### src/design/assp_pkg.sv
// package: shared constants and types of the async/sync serial port
package assp_pkg;

  // ****************************************
  // sizes
  // ****************************************
  localparam int DATA_W = 9;
  localparam int DEPTH = 8;
  localparam int LVL_W = 4;
  localparam int BAUD_W = 13;
  localparam int FRAC_W = 10;
  localparam int FRAME_W = 12;
  localparam int RXSH_W = 10;

  // ****************************************
  // bit timing in baud ticks, frame lengths in bits
  // ****************************************
  localparam logic [3:0] ASY_LAST = 4'hF;
  localparam logic [3:0] ASY_MID = 4'h7;
  localparam logic [2:0] SYN_LAST = 3'h7;
  localparam logic [2:0] SYN_MID = 3'h3;
  localparam logic [3:0] IRDA_PULSE = 4'h3;
  localparam logic [3:0] BITS8 = 4'h8;
  localparam logic [3:0] BITS9 = 4'h9;
  localparam logic [3:0] RXSH_LEN = 4'hA;

  // ****************************************
  // state types
  // ****************************************
  typedef enum logic [1:0] {
    TX_IDLE = 2'b00,
    TX_LOAD = 2'b01,
    TX_SHIFT = 2'b11
  } assp_tx_e;

  typedef enum logic [1:0] {
    RX_IDLE = 2'b00,
    RX_START = 2'b01,
    RX_BITS = 2'b11,
    RX_STOP = 2'b10
  } assp_rx_e;

  // parity over 8 or 9 data bits, odd flips the sense
  function automatic logic parOf(logic [8:0] d, logic nine, logic odd);
    parOf = (^d[7:0]) ^ (nine & d[8]) ^ odd;
  endfunction

endpackage

### src/design/assp_fifo_if.sv
// interface: push/pop side bundle between the port and one queue
`timescale 1ns/1ps
interface assp_fifo_if;
  logic push;
  logic [assp_pkg::DATA_W-1:0] wData;
  logic full;
  logic pop;
  logic [assp_pkg::DATA_W-1:0] rData;
  logic rValid;
  logic empty;
  logic [assp_pkg::LVL_W-1:0] level;
  logic ovf;
  logic udf;
  modport queue (input push, wData, pop,
    output full, empty, level, rData, rValid, ovf, udf);
  modport owner (output push, wData, pop,
    input full, empty, level, rData, rValid, ovf, udf);
endinterface

### src/design/assp_queue.sv
// module: 9-bit queue memory with fill level and fault flags
`timescale 1ns/1ps
module assp_queue #(
  parameter int W = assp_pkg::DATA_W,
  parameter int D = assp_pkg::DEPTH
) (
  input wire logic clk_sys,
  input wire logic rst,
  assp_fifo_if.queue q
);
  // pointers wrap by width, so D must be a power of two
  localparam int AW = $clog2(D);
  logic [W-1:0] mem [D];
  logic [AW-1:0] wrPtr_q;
  logic [AW-1:0] rdPtr_q;
  logic [assp_pkg::LVL_W-1:0] count_q;
  logic [W-1:0] rData_q;
  logic rValid_q;
  logic ovf_q;
  logic udf_q;
  wire doPush = q.push && !q.full;
  wire doPop = q.pop && !q.empty;

  assign q.full = count_q == assp_pkg::LVL_W'(D);
  assign q.empty = count_q == '0;
  assign q.level = count_q;
  assign q.rData = rData_q;
  assign q.rValid = rValid_q;
  assign q.ovf = ovf_q;
  assign q.udf = udf_q;

  always_ff @(posedge clk_sys) begin
    if (doPush) begin
      mem[wrPtr_q] <= q.wData;
    end
  end

  always_ff @(posedge clk_sys or posedge rst) begin
    if (rst) begin
      wrPtr_q <= '0;
      rdPtr_q <= '0;
      count_q <= '0;
      rData_q <= '0;
      rValid_q <= 1'b0;
      ovf_q <= 1'b0;
      udf_q <= 1'b0;
    end else begin
      if (doPush) wrPtr_q <= wrPtr_q + 1'b1;
      if (doPop) rdPtr_q <= rdPtr_q + 1'b1;
      if (doPop) rData_q <= mem[rdPtr_q];
      count_q <= count_q + assp_pkg::LVL_W'(doPush)
        - assp_pkg::LVL_W'(doPop);
      rValid_q <= doPop;
      ovf_q <= q.push && q.full;
      udf_q <= q.pop && q.empty;
    end
  end
endmodule

### src/design/assp_baud.sv
// module: fractional prescaler followed by the 13-bit reload counter
`timescale 1ns/1ps
module assp_baud (
  input wire logic clk_sys,
  input wire logic rst,
  input wire logic enable,
  input wire logic [assp_pkg::FRAC_W-1:0] fracStep,
  input wire logic [assp_pkg::BAUD_W-1:0] reload,
  output logic tick
);
  logic [assp_pkg::FRAC_W-1:0] acc_q;
  logic [assp_pkg::BAUD_W-1:0] cnt_q;
  logic tick_q;
  logic [assp_pkg::FRAC_W:0] sum;
  logic fdTick;

  // step zero bypasses the prescaler, else carry-out is the tick
  assign sum = {1'b0, acc_q} + {1'b0, fracStep};
  assign fdTick = enable && (fracStep == '0 || sum[assp_pkg::FRAC_W]);
  assign tick = tick_q;

  always_ff @(posedge clk_sys or posedge rst) begin
    if (rst) begin
      acc_q <= '0;
      cnt_q <= '0;
      tick_q <= 1'b0;
    end else if (!enable) begin
      acc_q <= '0;
      cnt_q <= reload;
      tick_q <= 1'b0;
    end else begin
      acc_q <= sum[assp_pkg::FRAC_W-1:0];
      tick_q <= fdTick && cnt_q == '0;
      if (fdTick) begin
        cnt_q <= (cnt_q == '0) ? reload : cnt_q - 1'b1;
      end
    end
  end
endmodule

### src/design/assp_top.sv
// module: async/sync serial port with framing, queues and pin control
`timescale 1ns/1ps
// Functional notes
// - async full duplex, sync half duplex, own clock
// - sync mode drives receive line only when sending; transmit always out
// - 8 or 9 data bits, LSB first
// - parity generated on send, checked on receive
// - one or two stop bits selectable
// - parity, frame, overrun errors raise error request
// - transmitter and receiver double buffered
// - multiprocessor mode flags address bytes
// - loop-back feeds transmit line into receiver
// - sync transfers are 8-bit half duplex
// - 13-bit baud counter behind fractional prescaler
// - async rate is module clock over sixteen
// - sync rate is module clock over eight
// - IrDA coding usable up to 115.2 kBaud
// - separate tx-empty, last-bit, rx-full, error requests
// - two independent 8-deep 9-bit queues
// - programmable trigger level per queue
// - queue levels shown; overrun and underflow flagged
module assp_top #(
  parameter int QUEUE_DEPTH = assp_pkg::DEPTH
) (
  input wire logic clk_sys,
  input wire logic rst,
  input wire logic runEn,
  input wire logic syncMode,
  input wire logic nineBit,
  input wire logic parEn,
  input wire logic parOdd,
  input wire logic twoStop,
  input wire logic mpEn,
  input wire logic loopBack,
  input wire logic irdaEn,
  input wire logic rxEnable,
  input wire logic [assp_pkg::FRAC_W-1:0] fracStep,
  input wire logic [assp_pkg::BAUD_W-1:0] baudReload,
  input wire logic [assp_pkg::LVL_W-1:0] txTrig,
  input wire logic [assp_pkg::LVL_W-1:0] rxTrig,
  input wire logic txValid,
  input wire logic [assp_pkg::DATA_W-1:0] txData,
  output logic txReady,
  output logic rxValid,
  output logic [assp_pkg::DATA_W-1:0] rxData,
  input wire logic rxReady,
  input wire logic rxdIn,
  output logic rxdOut,
  output logic rxdOe_n,
  output logic txdOut,
  output logic txBufReq,
  output logic txLastReq,
  output logic rxBufReq,
  output logic errReq,
  output logic errParity,
  output logic errFrame,
  output logic errOverrun,
  output logic rxAddrDet,
  output logic txOverflow,
  output logic queueUnderflow,
  output logic [assp_pkg::LVL_W-1:0] txLevel,
  output logic [assp_pkg::LVL_W-1:0] rxLevel,
  output logic busy
);
  // ****************************************
  // baud generator and queues
  // ****************************************
  logic brTick;
  assp_fifo_if txq ();
  assp_fifo_if rxq ();

  assp_baud u_baud (
    .clk_sys(clk_sys),
    .rst(rst),
    .enable(runEn),
    .fracStep(fracStep),
    .reload(baudReload),
    .tick(brTick)
  );

  assp_queue #(.D(QUEUE_DEPTH)) transmit_queue (
    .clk_sys(clk_sys),
    .rst(rst),
    .q(txq.queue)
  );

  assp_queue #(.D(QUEUE_DEPTH)) receive_queue (
    .clk_sys(clk_sys),
    .rst(rst),
    .q(rxq.queue)
  );

  assign txq.push = txValid;
  assign txq.wData = txData;
  assign txReady = !txq.full;
  assign txLevel = txq.level;
  assign rxLevel = rxq.level;
  assign txOverflow = txq.ovf;
  assign queueUnderflow = rxq.udf || txq.udf;
  assign txBufReq = txq.level <= txTrig;
  assign rxBufReq = rxq.level != '0 && rxq.level >= rxTrig;

  // frame bits after the start bit; unused upper bits stay as stop
  function automatic logic [assp_pkg::FRAME_W-1:0] txFrame(
    logic [8:0] d, logic nine, logic pe, logic odd);
    logic [assp_pkg::FRAME_W-1:0] f;
    f = '1;
    f[7:0] = d[7:0];
    if (nine) f[8] = d[8];
    if (pe) f[nine ? 9 : 8] = assp_pkg::parOf(d, nine, odd);
    txFrame = f;
  endfunction

  // ****************************************
  // transmitter and sync sequencer
  // ****************************************
  assp_pkg::assp_tx_e txSt_q;
  logic [assp_pkg::FRAME_W:0] txSh_q;
  logic [3:0] txCnt_q;
  logic [3:0] txOv_q;
  logic txDir_q;
  logic txdOut_q;
  logic rxdOut_q;
  logic rxdOe_n_q;
  logic txLast_q;

  wire [3:0] dataBits = nineBit ? assp_pkg::BITS9 : assp_pkg::BITS8;
  wire [3:0] frameLen = 4'(1 + dataBits + 4'(parEn) + (twoStop ? 2 : 1));
  wire asyLast = brTick && txOv_q == assp_pkg::ASY_LAST;
  wire synLast = brTick && txOv_q[2:0] == assp_pkg::SYN_LAST;
  wire synMid = brTick && txOv_q[2:0] == assp_pkg::SYN_MID;
  wire txBitEnd = syncMode ? synLast : asyLast;
  wire txShift = txSt_q == assp_pkg::TX_SHIFT;
  wire txEnd = txShift && txBitEnd && txCnt_q == 4'h1;
  wire txIdle = txSt_q == assp_pkg::TX_IDLE;
  wire txGo = txIdle && runEn && !txq.empty;
  // sync receive only starts when nothing waits to go out
  wire synRxGo = txIdle && runEn && syncMode && rxEnable && txq.empty;
  wire synRxDone = txEnd && syncMode && !txDir_q;
  wire txLine = txShift ? txSh_q[0] : 1'b1;
  wire irdaHigh = txOv_q >= assp_pkg::IRDA_PULSE;
  // irda: a zero is a short low pulse, a one keeps the line high
  wire asyTxd = txLine || (irdaEn && irdaHigh);
  wire synClk = txShift ? txOv_q[2] : 1'b1;
  wire txd_d = syncMode ? synClk : asyTxd;

  assign txq.pop = txGo;
  assign txdOut = txdOut_q;
  assign rxdOut = rxdOut_q;
  assign rxdOe_n = rxdOe_n_q;
  assign txLastReq = txLast_q;

  always_ff @(posedge clk_sys or posedge rst) begin
    if (rst) begin
      txSt_q <= assp_pkg::TX_IDLE;
      txSh_q <= '1;
      txCnt_q <= '0;
      txOv_q <= '0;
      txDir_q <= 1'b0;
    end else begin
      if (brTick) txOv_q <= txOv_q + 1'b1;
      case (txSt_q)
        assp_pkg::TX_IDLE: begin
          txOv_q <= '0;
          if (txGo) begin
            txSt_q <= assp_pkg::TX_LOAD;
          end else if (synRxGo) begin
            txSt_q <= assp_pkg::TX_SHIFT;
            txSh_q <= '1;
            txCnt_q <= assp_pkg::BITS8;
            txDir_q <= 1'b0;
          end
        end
        assp_pkg::TX_LOAD: begin
          txOv_q <= '0;
          if (txq.rValid) begin
            txSt_q <= assp_pkg::TX_SHIFT;
            txDir_q <= 1'b1;
            if (syncMode) begin
              txSh_q <= {5'h1F, txq.rData[7:0]};
              txCnt_q <= assp_pkg::BITS8;
            end else begin
              txSh_q <= {txFrame(txq.rData, nineBit, parEn, parOdd),
                1'b0};
              txCnt_q <= frameLen;
            end
          end
        end
        assp_pkg::TX_SHIFT: begin
          if (syncMode && !txDir_q && synMid) begin
            txSh_q <= {txSh_q[12:8], rxdIn, txSh_q[7:1]};
          end else if (txBitEnd && txDir_q) begin
            txSh_q <= {1'b1, txSh_q[12:1]};
          end
          if (txBitEnd) begin
            txCnt_q <= txCnt_q - 1'b1;
            if (txCnt_q == 4'h1) txSt_q <= assp_pkg::TX_IDLE;
          end
        end
        default: txSt_q <= assp_pkg::TX_IDLE;
      endcase
    end
  end

  always_ff @(posedge clk_sys or posedge rst) begin
    if (rst) begin
      txdOut_q <= 1'b1;
      rxdOut_q <= 1'b1;
      rxdOe_n_q <= 1'b1;
      txLast_q <= 1'b0;
    end else begin
      txdOut_q <= txd_d;
      rxdOut_q <= txLine;
      rxdOe_n_q <= !(syncMode && txShift && txDir_q);
      txLast_q <= txEnd && txDir_q;
    end
  end

  // ****************************************
  // asynchronous receiver
  // ****************************************
  assp_pkg::assp_rx_e rxSt_q;
  logic [assp_pkg::RXSH_W-1:0] rxSh_q;
  logic [3:0] rxCnt_q;
  logic [3:0] rxOv_q;
  logic rxPrev_q;
  logic lowSeen_q;
  logic stopLeft_q;
  logic frameBad_q;
  logic errParity_q;
  logic errFrame_q;
  logic rxAddr_q;

  wire rxLine = loopBack ? txdOut_q : rxdIn;
  // irda pulses may miss the centre, so any low in the bit means zero
  wire rxBit = irdaEn ? !(lowSeen_q || !rxLine) : rxLine;
  wire rxMid = brTick && rxOv_q == assp_pkg::ASY_MID;
  wire rxFall = brTick && rxPrev_q && !rxLine;
  wire rxIdle = rxSt_q == assp_pkg::RX_IDLE;
  wire rxArm = runEn && rxEnable && !syncMode;
  wire [3:0] rxBits = dataBits + 4'(parEn);
  wire [assp_pkg::RXSH_W-1:0] rxAl = rxSh_q >> (assp_pkg::RXSH_LEN - rxBits);
  wire [8:0] rxWord = nineBit ? rxAl[8:0] : {1'b0, rxAl[7:0]};
  wire rxParBit = nineBit ? rxAl[9] : rxAl[8];
  wire rxDone = rxSt_q == assp_pkg::RX_STOP && rxMid && !stopLeft_q;
  wire parBad = parEn &&
    assp_pkg::parOf(rxWord, nineBit, parOdd) != rxParBit;

  always_ff @(posedge clk_sys or posedge rst) begin
    if (rst) begin
      rxSt_q <= assp_pkg::RX_IDLE;
      rxSh_q <= '0;
      rxCnt_q <= '0;
      rxOv_q <= '0;
      rxPrev_q <= 1'b1;
      lowSeen_q <= 1'b0;
      stopLeft_q <= 1'b0;
      frameBad_q <= 1'b0;
    end else begin
      if (brTick) rxPrev_q <= rxLine;
      if (brTick) rxOv_q <= rxOv_q + 1'b1;
      if (rxMid || rxIdle) lowSeen_q <= 1'b0;
      else if (!rxLine) lowSeen_q <= 1'b1;
      case (rxSt_q)
        assp_pkg::RX_IDLE: begin
          if (rxFall && rxArm) begin
            rxSt_q <= assp_pkg::RX_START;
            rxOv_q <= '0;
            lowSeen_q <= 1'b1;
          end
        end
        assp_pkg::RX_START: begin
          if (rxMid) begin
            rxSt_q <= rxBit ? assp_pkg::RX_IDLE : assp_pkg::RX_BITS;
            rxCnt_q <= rxBits;
            frameBad_q <= 1'b0;
          end
        end
        assp_pkg::RX_BITS: begin
          if (rxMid) begin
            rxSh_q <= {rxBit, rxSh_q[9:1]};
            rxCnt_q <= rxCnt_q - 1'b1;
            if (rxCnt_q == 4'h1) rxSt_q <= assp_pkg::RX_STOP;
            stopLeft_q <= twoStop;
          end
        end
        assp_pkg::RX_STOP: begin
          if (rxMid) begin
            if (!rxBit) frameBad_q <= 1'b1;
            stopLeft_q <= 1'b0;
            if (!stopLeft_q) rxSt_q <= assp_pkg::RX_IDLE;
          end
        end
        default: rxSt_q <= assp_pkg::RX_IDLE;
      endcase
    end
  end

  // ****************************************
  // receive push, errors and requests
  // ****************************************
  assign rxq.push = rxDone || synRxDone;
  assign rxq.wData = synRxDone ? {1'b0, txSh_q[7:0]} : rxWord;
  assign errParity = errParity_q;
  assign errFrame = errFrame_q;
  assign errOverrun = rxq.ovf;
  assign errReq = errParity_q || errFrame_q || rxq.ovf;
  assign rxAddrDet = rxAddr_q;
  assign busy = !txIdle || !rxIdle;

  always_ff @(posedge clk_sys or posedge rst) begin
    if (rst) begin
      errParity_q <= 1'b0;
      errFrame_q <= 1'b0;
      rxAddr_q <= 1'b0;
    end else begin
      errParity_q <= rxDone && parBad;
      errFrame_q <= rxDone && (frameBad_q || !rxBit);
      rxAddr_q <= rxDone && mpEn && nineBit && rxWord[8];
    end
  end

  // ****************************************
  // two-entry output buffer toward the reader
  // ****************************************
  logic [assp_pkg::DATA_W-1:0] ob0_q;
  logic [assp_pkg::DATA_W-1:0] ob1_q;
  logic [1:0] obCnt_q;

  // a word in flight from the queue counts against free room
  wire obTake = rxValid && rxReady;
  wire obIn = rxq.rValid;
  assign rxq.pop = !rxq.empty &&
    (obCnt_q == 2'h0 || (obCnt_q == 2'h1 && !obIn));
  assign rxValid = obCnt_q != 2'h0;
  assign rxData = ob0_q;

  always_ff @(posedge clk_sys or posedge rst) begin
    if (rst) begin
      ob0_q <= '0;
      ob1_q <= '0;
      obCnt_q <= '0;
    end else begin
      if (obIn && !obTake) begin
        if (obCnt_q == 2'h0) ob0_q <= rxq.rData;
        else ob1_q <= rxq.rData;
        obCnt_q <= obCnt_q + 1'b1;
      end else if (obTake && !obIn) begin
        ob0_q <= ob1_q;
        obCnt_q <= obCnt_q - 1'b1;
      end else if (obTake && obIn) begin
        if (obCnt_q == 2'h1) begin
          ob0_q <= rxq.rData;
        end else begin
          ob0_q <= ob1_q;
          ob1_q <= rxq.rData;
        end
      end
    end
  end
endmodule

### config.mk
export PLATFORM = sky130hd
export DESIGN_NAME = assp_top
export DESIGN_NICKNAME = d
export VERILOG_FILES = /design/src/design/assp_pkg.sv /design/src/design/assp_fifo_if.sv /design/src/design/assp_queue.sv /design/src/design/assp_baud.sv /design/src/design/assp_top.sv
export SDC_FILE = /design/constraint.sdc
export NUM_CORES = 1
export LEC_CHECK = 0
export BUFFER_PORTS_ARGS = -buffer_cell sky130_fd_sc_hd__buf_4
export CAP_MARGIN = 40
export CORE_ASPECT_RATIO = 0.7
export CORE_MARGIN = 2
export CORE_UTILIZATION = 45
export CTS_BUF_LIST = sky130_fd_sc_hd__clkbuf_4 sky130_fd_sc_hd__clkbuf_8 sky130_fd_sc_hd__clkbuf_16
export DETAILED_ROUTE_END_ITERATION = 10
export GPL_ROUTABILITY_DRIVEN = 0
export SYNTH_ARGS = -nofsm -noshare
export SYNTH_HDL_FRONTEND = slang
export SYNTH_HIERARCHICAL = 1
export SYNTH_SLANG_ARGS = --single-unit
### constraint.sdc
create_clock -name clk_sys -period 2.72 [get_ports clk_sys]
set_input_delay 0.408 -clock clk_sys [delete_from_list [all_inputs] [get_ports clk_sys]]
set_output_delay 0.408 -clock clk_sys [all_outputs]
set_load 0.02 [all_outputs]
== Word level (Yosys, flattened, before mapping) ==
Memories as Yosys holds them, arrays and structs flattened. A register that Yosys moved wholly into a read port is not among the register bits.
Index checks and enable logic that the tools add are counted.
Word-level totals
  memory bits (writable): 144
  input port bits: 55
  output and inout port bits: 33
  register bits: 125
  logic and storage cells: 310
  memories kept: 2
Memory list
  receive_queue.mem: depth 8, bits a word 9, rd ports 1, clocked after Yosys merged registers in 1, write ports 1, RTL line assp_queue.sv:13  | logic [W-1:0] mem [D];
  transmit_queue.mem: depth 8, bits a word 9, rd ports 1, clocked after Yosys merged registers in 1, write ports 1, RTL line assp_queue.sv:13
Cells by class
  magnitude comparators: 5
  reductions and logical operators: 110
  bitwise gates (word level): 6
  mux-type cells: 90
  shift operators: 1
  add/sub/neg operators: 21
  equality and inequality tests: 36
Operator list (number)
  $mux W13: 9
  $mux W9: 12
  $logic_and A1 B1 Y1: 51
  $mux W4: 12
  $pmux W13 S3: 1
  $mux W1: 30
  $mux W2: 15
  $ne A2 B2 Y1 const B: 12
  $add A4 B1 Y4: 4
  $reduce_and A4 Y1: 4
  $reduce_bool A2 Y1: 8
  $reduce_xor A8 Y1: 2
  $logic_not A1 Y1: 15
  $ne A2 B1 Y1 const B: 7
  $logic_not A13 Y1: 1
  $sub A13 B1 Y13 const B: 1
  $add A3 B1 Y3 const B: 4
  $bwmux W12: 1
  $eq A4 B4 Y1 const B: 3
  $mux W12: 1
  $pmux W4 S3: 1
  $reduce_and A6 Y1: 2
  $add A10 B10 Y11: 1
  $logic_or A1 B1 Y1: 11
  other kinds (39): 61

== Longest topological paths before layout ==
  depth in word-level cells: 11
  gate-level depth with buffers: 14
  gate-level depth less buffers: 14

== Hierarchy ==
The synthesis kept the hierarchy.
By module, submodules not included
  assp_queue: instances 2, cells an instance 229, sequential area each 2712.6 um^2, area an instance 3857.4 um^2
  assp_top: instances 1, cells an instance 486, sequential area each 1898.1 um^2, area an instance 4645.7 um^2
  assp_baud: instances 1, cells an instance 192, sequential area each 600.6 um^2, area an instance 1745.4 um^2

== Worst setup path after synthesis ==
Ideal clock, no wire load.
  path kind: reg-to-reg
  from: register transmit_queue.count_q (netlist bit transmit_queue/q.level[2])
  to: register transmit_queue.count_q (netlist bit transmit_queue/q.level[2])
  period minus slack after synthesis: 3.048 ns
  setup time: 0.123 ns
  cell stages (with the launch flop): 15
  arrival time: 2.926 ns
  buffers on the path: 2
  slack: -0.328 ns
  data required time: 2.597 ns
  path through: dfrtp_1 > inv_1 > ha_1 > nor3b_2 > clkbuf_1 > nor4b_1 > nand2b_1 > buf_4 > inv_1 > ha_1 > inv_1 > ha_1 > inv_1 > fa_1 > xnor2_1
On the way
  word-level cells in the longest chain between the ends: 5
  elaborated cells between the ends (all ways): 9
  those cells by class: 2 x add/sub; 1 x eq/ne; 6 x reduce/logical
RTL lines
  from (decl): RTL line assp_queue.sv:16  | logic [assp_pkg::LVL_W-1:0] count_q;
  from (signal assigned): RTL line assp_queue.sv:51  | count_q <= count_q + assp_pkg::LVL_W'(doPush)
  $logic_not A4 Y1: RTL line assp_queue.sv:25  | assign q.empty = count_q == '0;
  net txq.empty: RTL line assp_fifo_if.sv:10  | logic empty;
  $logic_not A1 Y1: RTL line assp_top.sv:136  | wire txGo = txIdle && runEn && !txq.empty;
  $logic_and A1 B1 Y1: RTL line assp_top.sv:136
  net txGo: RTL line assp_top.sv:136
  $logic_and A1 B1 Y1: RTL line assp_queue.sv:22  | wire doPop = q.pop && !q.empty;
  net transmit_queue.doPop: RTL line assp_queue.sv:22
  $sub A4 B1 Y4: RTL line assp_queue.sv:52  | - assp_pkg::LVL_W'(doPop);
The timed path passes the listed nets, and every way through them passes these cells.
A chain may end at the register's enable or synchronous reset.

== Final worst setup path ==
  from: register txOv_q[1]
  to: register receive_queue.count_q (netlist bit receive_queue/q.level[1])
On the way
  word-level cells in the longest chain between the ends: 11
  elaborated cells between the ends (all ways): 13
  those cells by class: 2 x add/sub; 2 x eq/ne; 1 x mux; 8 x reduce/logical
RTL lines
  from (decl): RTL line assp_top.sv:120  | logic [3:0] txOv_q;
  from (signal assigned): RTL line assp_top.sv:161  | if (brTick) txOv_q <= txOv_q + 1'b1;
  $eq A4 B4 Y1 / $eq A3 B3 Y1 (equally long branches): RTL line assp_top.sv:129, assp_top.sv:130
  $logic_and A1 B1 Y1, on equally long branches: RTL line assp_top.sv:129, assp_top.sv:130
  $mux W1 (*): RTL line assp_top.sv:132  | wire txBitEnd = syncMode ? synLast : asyLast;
  $logic_and A1 B1 Y1 (*) (2 in series): RTL line assp_top.sv:134  | wire txEnd = txShift && txBitEnd && txCnt_q == 4'h1;
  $logic_and A1 B1 Y1 (*) (2 in series): RTL line assp_top.sv:139  | wire synRxDone = txEnd && syncMode && !txDir_q;
  $logic_or A1 B1 Y1 (*): RTL line assp_top.sv:302  | assign rxq.push = rxDone || synRxDone;
  net rxq.push: RTL line assp_fifo_if.sv:4  | logic push;
  $logic_and A1 B1 Y1 (*): RTL line assp_queue.sv:21  | wire doPush = q.push && !q.full;
  $add A4 B1 Y4 (*): RTL line assp_queue.sv:51
  $sub A4 B1 Y4 (*): RTL line assp_queue.sv:52
  to (signal assigned): RTL line assp_queue.sv:51
  to (decl): RTL line assp_queue.sv:16
Mark *: on every way through the listed nets, which the timed path passes. The rest lies on a longest branch.

==> results.txt <==
----------------------------------------------------
[Worst setup path]
  Path type of the worst setup path ... register to register
  Type of element launching the critical path ... register
  Crit path from ... txOv_q[1]$_DFFE_PP0P_
  Data arrival, critical path ... approximately 3.1 ns
  Sort of element at the end of the critical path ... register
  Largest fanout of any net on the critical path ... 3
  Critical register-to-register path startpoint ... txOv_q[1]$_DFFE_PP0P_
  Endpoint required time on the critical path ... 3.17 ns

[Cells and area]
  Most used cells in the layout excluding fill and tap cells ... 158 x buf_4, 144 x edfxtp_1, 121 x dfrtp_1
  Most common library cell in the layout ignoring fill and taps ... buf_4
  Signed area change from the synthesized netlist to the final layout ... 18.6%
  Fin cells ... 1,728
  Share of cells above drive strength 1 ... between 20 and 30%
  Post-layout nets ... 1,395
  Number of antenna diodes ... 0
  Final core utilization ... between 50% and 60%

[Die]
  Area of the placeable core ... slightly above 30,000 um^2
  I/O Pins ... slightly below 90
  Total number of placement rows ... 54
  DIE HEIGHT ... roughly 150 um
  Initial core utilization ... between 40% and 50%
  Total die area ... 32,800 um^2
  X dimension of the die ... 216 um

[Clock network]
  CTS clock-pin slew for the worst setup and hold paths ... approximately 0.060 ns
  Clock tree from TritonCTS ... done
  Buffers from clock root to sink, at most ... 3
  Clock buffer count from CTS ... 29
  Count of clock tree sinks ... approximately 290
  Root Buffer Master ... clkbuf_16
  Worst-Skew Late Latency ... roughly 0.56 ns
  Deepest level of the CTS H-tree ... 1

[Route]
  Uppermost signal routing layer after detailed routing ... met4
  DRC violation count after routing ... 0
  Routed length on met1 ... between 15,000 and 20,000 um
  Detailed route wirelength on metal2 ... about 13,000 um
  Via Count ... 9,306
  Total wire length after detailed routing ... between 30,000 and 40,000 um
  Mean number of vias per cell ... around 5.4
  Routed length on met3 ... ~1600 um
  Detail-routed net length per standard cell ... ~18 um
  Total iterations of the first detailed-routing run ... 4
  Post-detailed-route count of antenna-violating nets ... 0
  Starting DRT DRC Count ... a little over 700

[STA]
  Max-slew violations ... 0
  Final Critical Period ... around 2.7 ns
  Hold Vio Cnt, Final ... 0
  Setup repair after global routing missed its margin ... true
  Worst clock skew ... 0.0129 ns
  Worst hold slack across all endpoints ... 0.0877 ns
  Max Fclk ... around 0.37 GHz
  # setup viols final ... 0
  Final setup slack of the worst path ... 0.0489 ns
  Measured slew at the worst slew-check pin ... between 0.8 and 0.9 ns
  Remaining max-slew budget at the tightest pin ... 45.4%
  Fraction of the cycle the final worst path needs ... a little over nine tenths

[GRT]
  Global-route congestion overflow total ... 0
  Global routing usage summed across all routing layers ... between 10% and 20%
  Largest net degree at the start of global routing ... 40
  Initial antenna violation count ... 0
  Wire length of the first global-routing pass ... ~50,000 um
  Vias in the first global route ... around 8,800

[Synth]
  Cell type contributing the most total cell area after synthesis ... edfxtp_1
  Most used flip-flop cell after synthesis ... edfxtp_1
  Share of the synthesized area in the top cell type ... between 30% and 40%
  Number of library cell types mapped by synthesis ... 80
  Instance count of the mapped netlist ... around 1,100
  Ys async rst share ... about half
  Sequential element share of the synthesized area ... 56.2%
  Average instance area after synthesis ... ~12 um^2
  Net count of the mapped netlist ... roughly 1,200
  Number of flip-flops and latches in the synthesized netlist ... approximately 290
  Count of warnings emitted by yosys ... 6
  Post-synth EDFFs ... approximately 140
  Biggest area contributors in the synthesized netlist ... edfxtp_1 31%, dfrtp_1 22%, mux2_2 5.3%
  Synth Cell Area ... between 10,000 and 15,000 um^2

[Job]
  Max-cap violations ... 0

[Power]
  PwrDens ... between 800 and 900 nW/um^2
  Static Leak ... between 6 and 7 nW
  IR drop worst, VDD ... 475 uV

[Worst hold path]
  Hold path startpoint ... txData[2]
  Hold WC Path Type ... input pin to register

[Placement]
  Place WS ... -0.0119 ns
  Number of placed cells counting well taps ... 1,665
  Placed wire-length estimate after detailed placement ... around 22,000 um
  Port Buffer Count ... between 80 and 90

[Run status]
  Outcome ... complete, no violations

----------------------------------------------------
==> cell families (layout without fill, tap and decap cells) <==
logic type                 count (synthesis)  after routing  synth area share [%]
buffers and inverters                    109            281                  3.92
muxes                                    135            135                  10.3
xor gates and xnor gates                  36             36                  2.33
and+or+nand+nor                          256            256                  9.28
adders and majority gates                 55             55                  5.09
DFF                                      287            287                  56.2
AOI/OAI and AO/OA                        258            258                  12.9
==> Yosys cell counts, types with 4 or more instances <==
library cell and instances:
buf_4 8, edfxtp_1 144, mux2i_1 66, a22oi_1 6, clkbuf_1 15, a22o_1 20, nand3b_1 4, o22a_1 7
nand2b_1 18, buf_2 5, nor4_1 6, or3_1 4, a31oi_1 17, o22ai_1 24, buf_6 4, nand3_1 15
o21ai_0 57, fa_1 4, o31ai_2 18, buf_1 7, nor2b_1 10, mux2_2 66, a21o_1 9, nor2_1 78
buf_8 4, nand2_1 65, and2_1 10, xor2_1 11, and3_1 4, ha_1 51, xnor2_1 24, o21a_1 4
o221ai_1 4, nor3_1 14, a211oi_1 9, a21oi_1 48, or2_2 4, dfstp_2 17, inv_1 64, dfrtp_1 126
==> where the power goes <==
part	internal (mW)	switching [mW]	leakage (nW)
combinational	2.06	2.39	3.45
clock	2.39	1.65	0.486
sequential	5.36	0.509	2.96
==> final cells by class <==
type,instances,area [um^2]
fill,2630,14300
sequential,287,7930
multi-input combinational,740,5760
timing repair buffer,163,1290
clock buffer,46,872
tap,420,526
inverter,64,244
clock inverter,8,97.6
==> flip-flops by register name, summed over array words and instances, names as in the netlist, 9 cells and up <==
name / count
receive_queue/mem: 72
transmit_queue/q.rData: 9
receive_queue/q.rData: 9
ob1_q: 9
rxData: 9
rxSh_q: 10
transmit_queue/mem: 72
txSh_q: 13
u_baud/acc_q: 10
u_baud/cnt_q: 13
==> routing by layer <==
layer  track usage [%]  up-vias
li1                  -     4501
met1              32.4     4575
met2              26.0      202
met3              3.09       28
met4              2.86        0
met5                 0        -
==> timing repair <==
item / in CTS / in global routing
hold endpoints to repair: 44 / 0
setup endpoints to repair: 1 / 21
resized for setup: 4 / 8
hold buffers: 1 / 0
setup buffers: 7 / 1
pin swaps: 6 / 4
==> path summary, 6_finish.rpt <==
kind	to	slack, ns	cells past startpoint
max in group asynchronous	txSh_q[1]$_DFFE_PP1P_	1.47	4
min	transmit_queue/mem[4][2]$_DFFE_PP_	0.09	1
min in group asynchronous	transmit_queue/q.rValid$_DFF_PP0_	0.38	3
min reg2reg	rxData[4]$_DFFE_PP0P_	0.48	2
max reg2reg	receive_queue/q.level[1]$_DFF_PP0_	0.05	13
max	receive_queue/q.level[1]$_DFF_PP0_	0.05	13
==> metrics by stage <==
stage	setup TNS [ns]	power, mW	cell area (um^2)
after global routing	-0.0466	15.3	16700
after global placement	0	10.3	15600
after floorplan	0	9.16	14200
after CTS	0	14.5	16700
after detailed placement	-0.0119	10.4	15600
final	0	14.4	16700
==> worst max-delay path: stages, from the launching register on <==
cell	delay [ns]
dfrtp_1	0.39
ha_4	0.18
nand4b_1	0.15
a21boi_2	0.22
nand3_2	0.12
nor4_4	0.28
or2_4	0.20
nand2_4	0.05
ha_4	0.22
inv_4	0.05
ha_4	0.13
inv_2	0.04
fa_2	0.51
inv_1	0.04
Power figures use the tool's default switching activity.
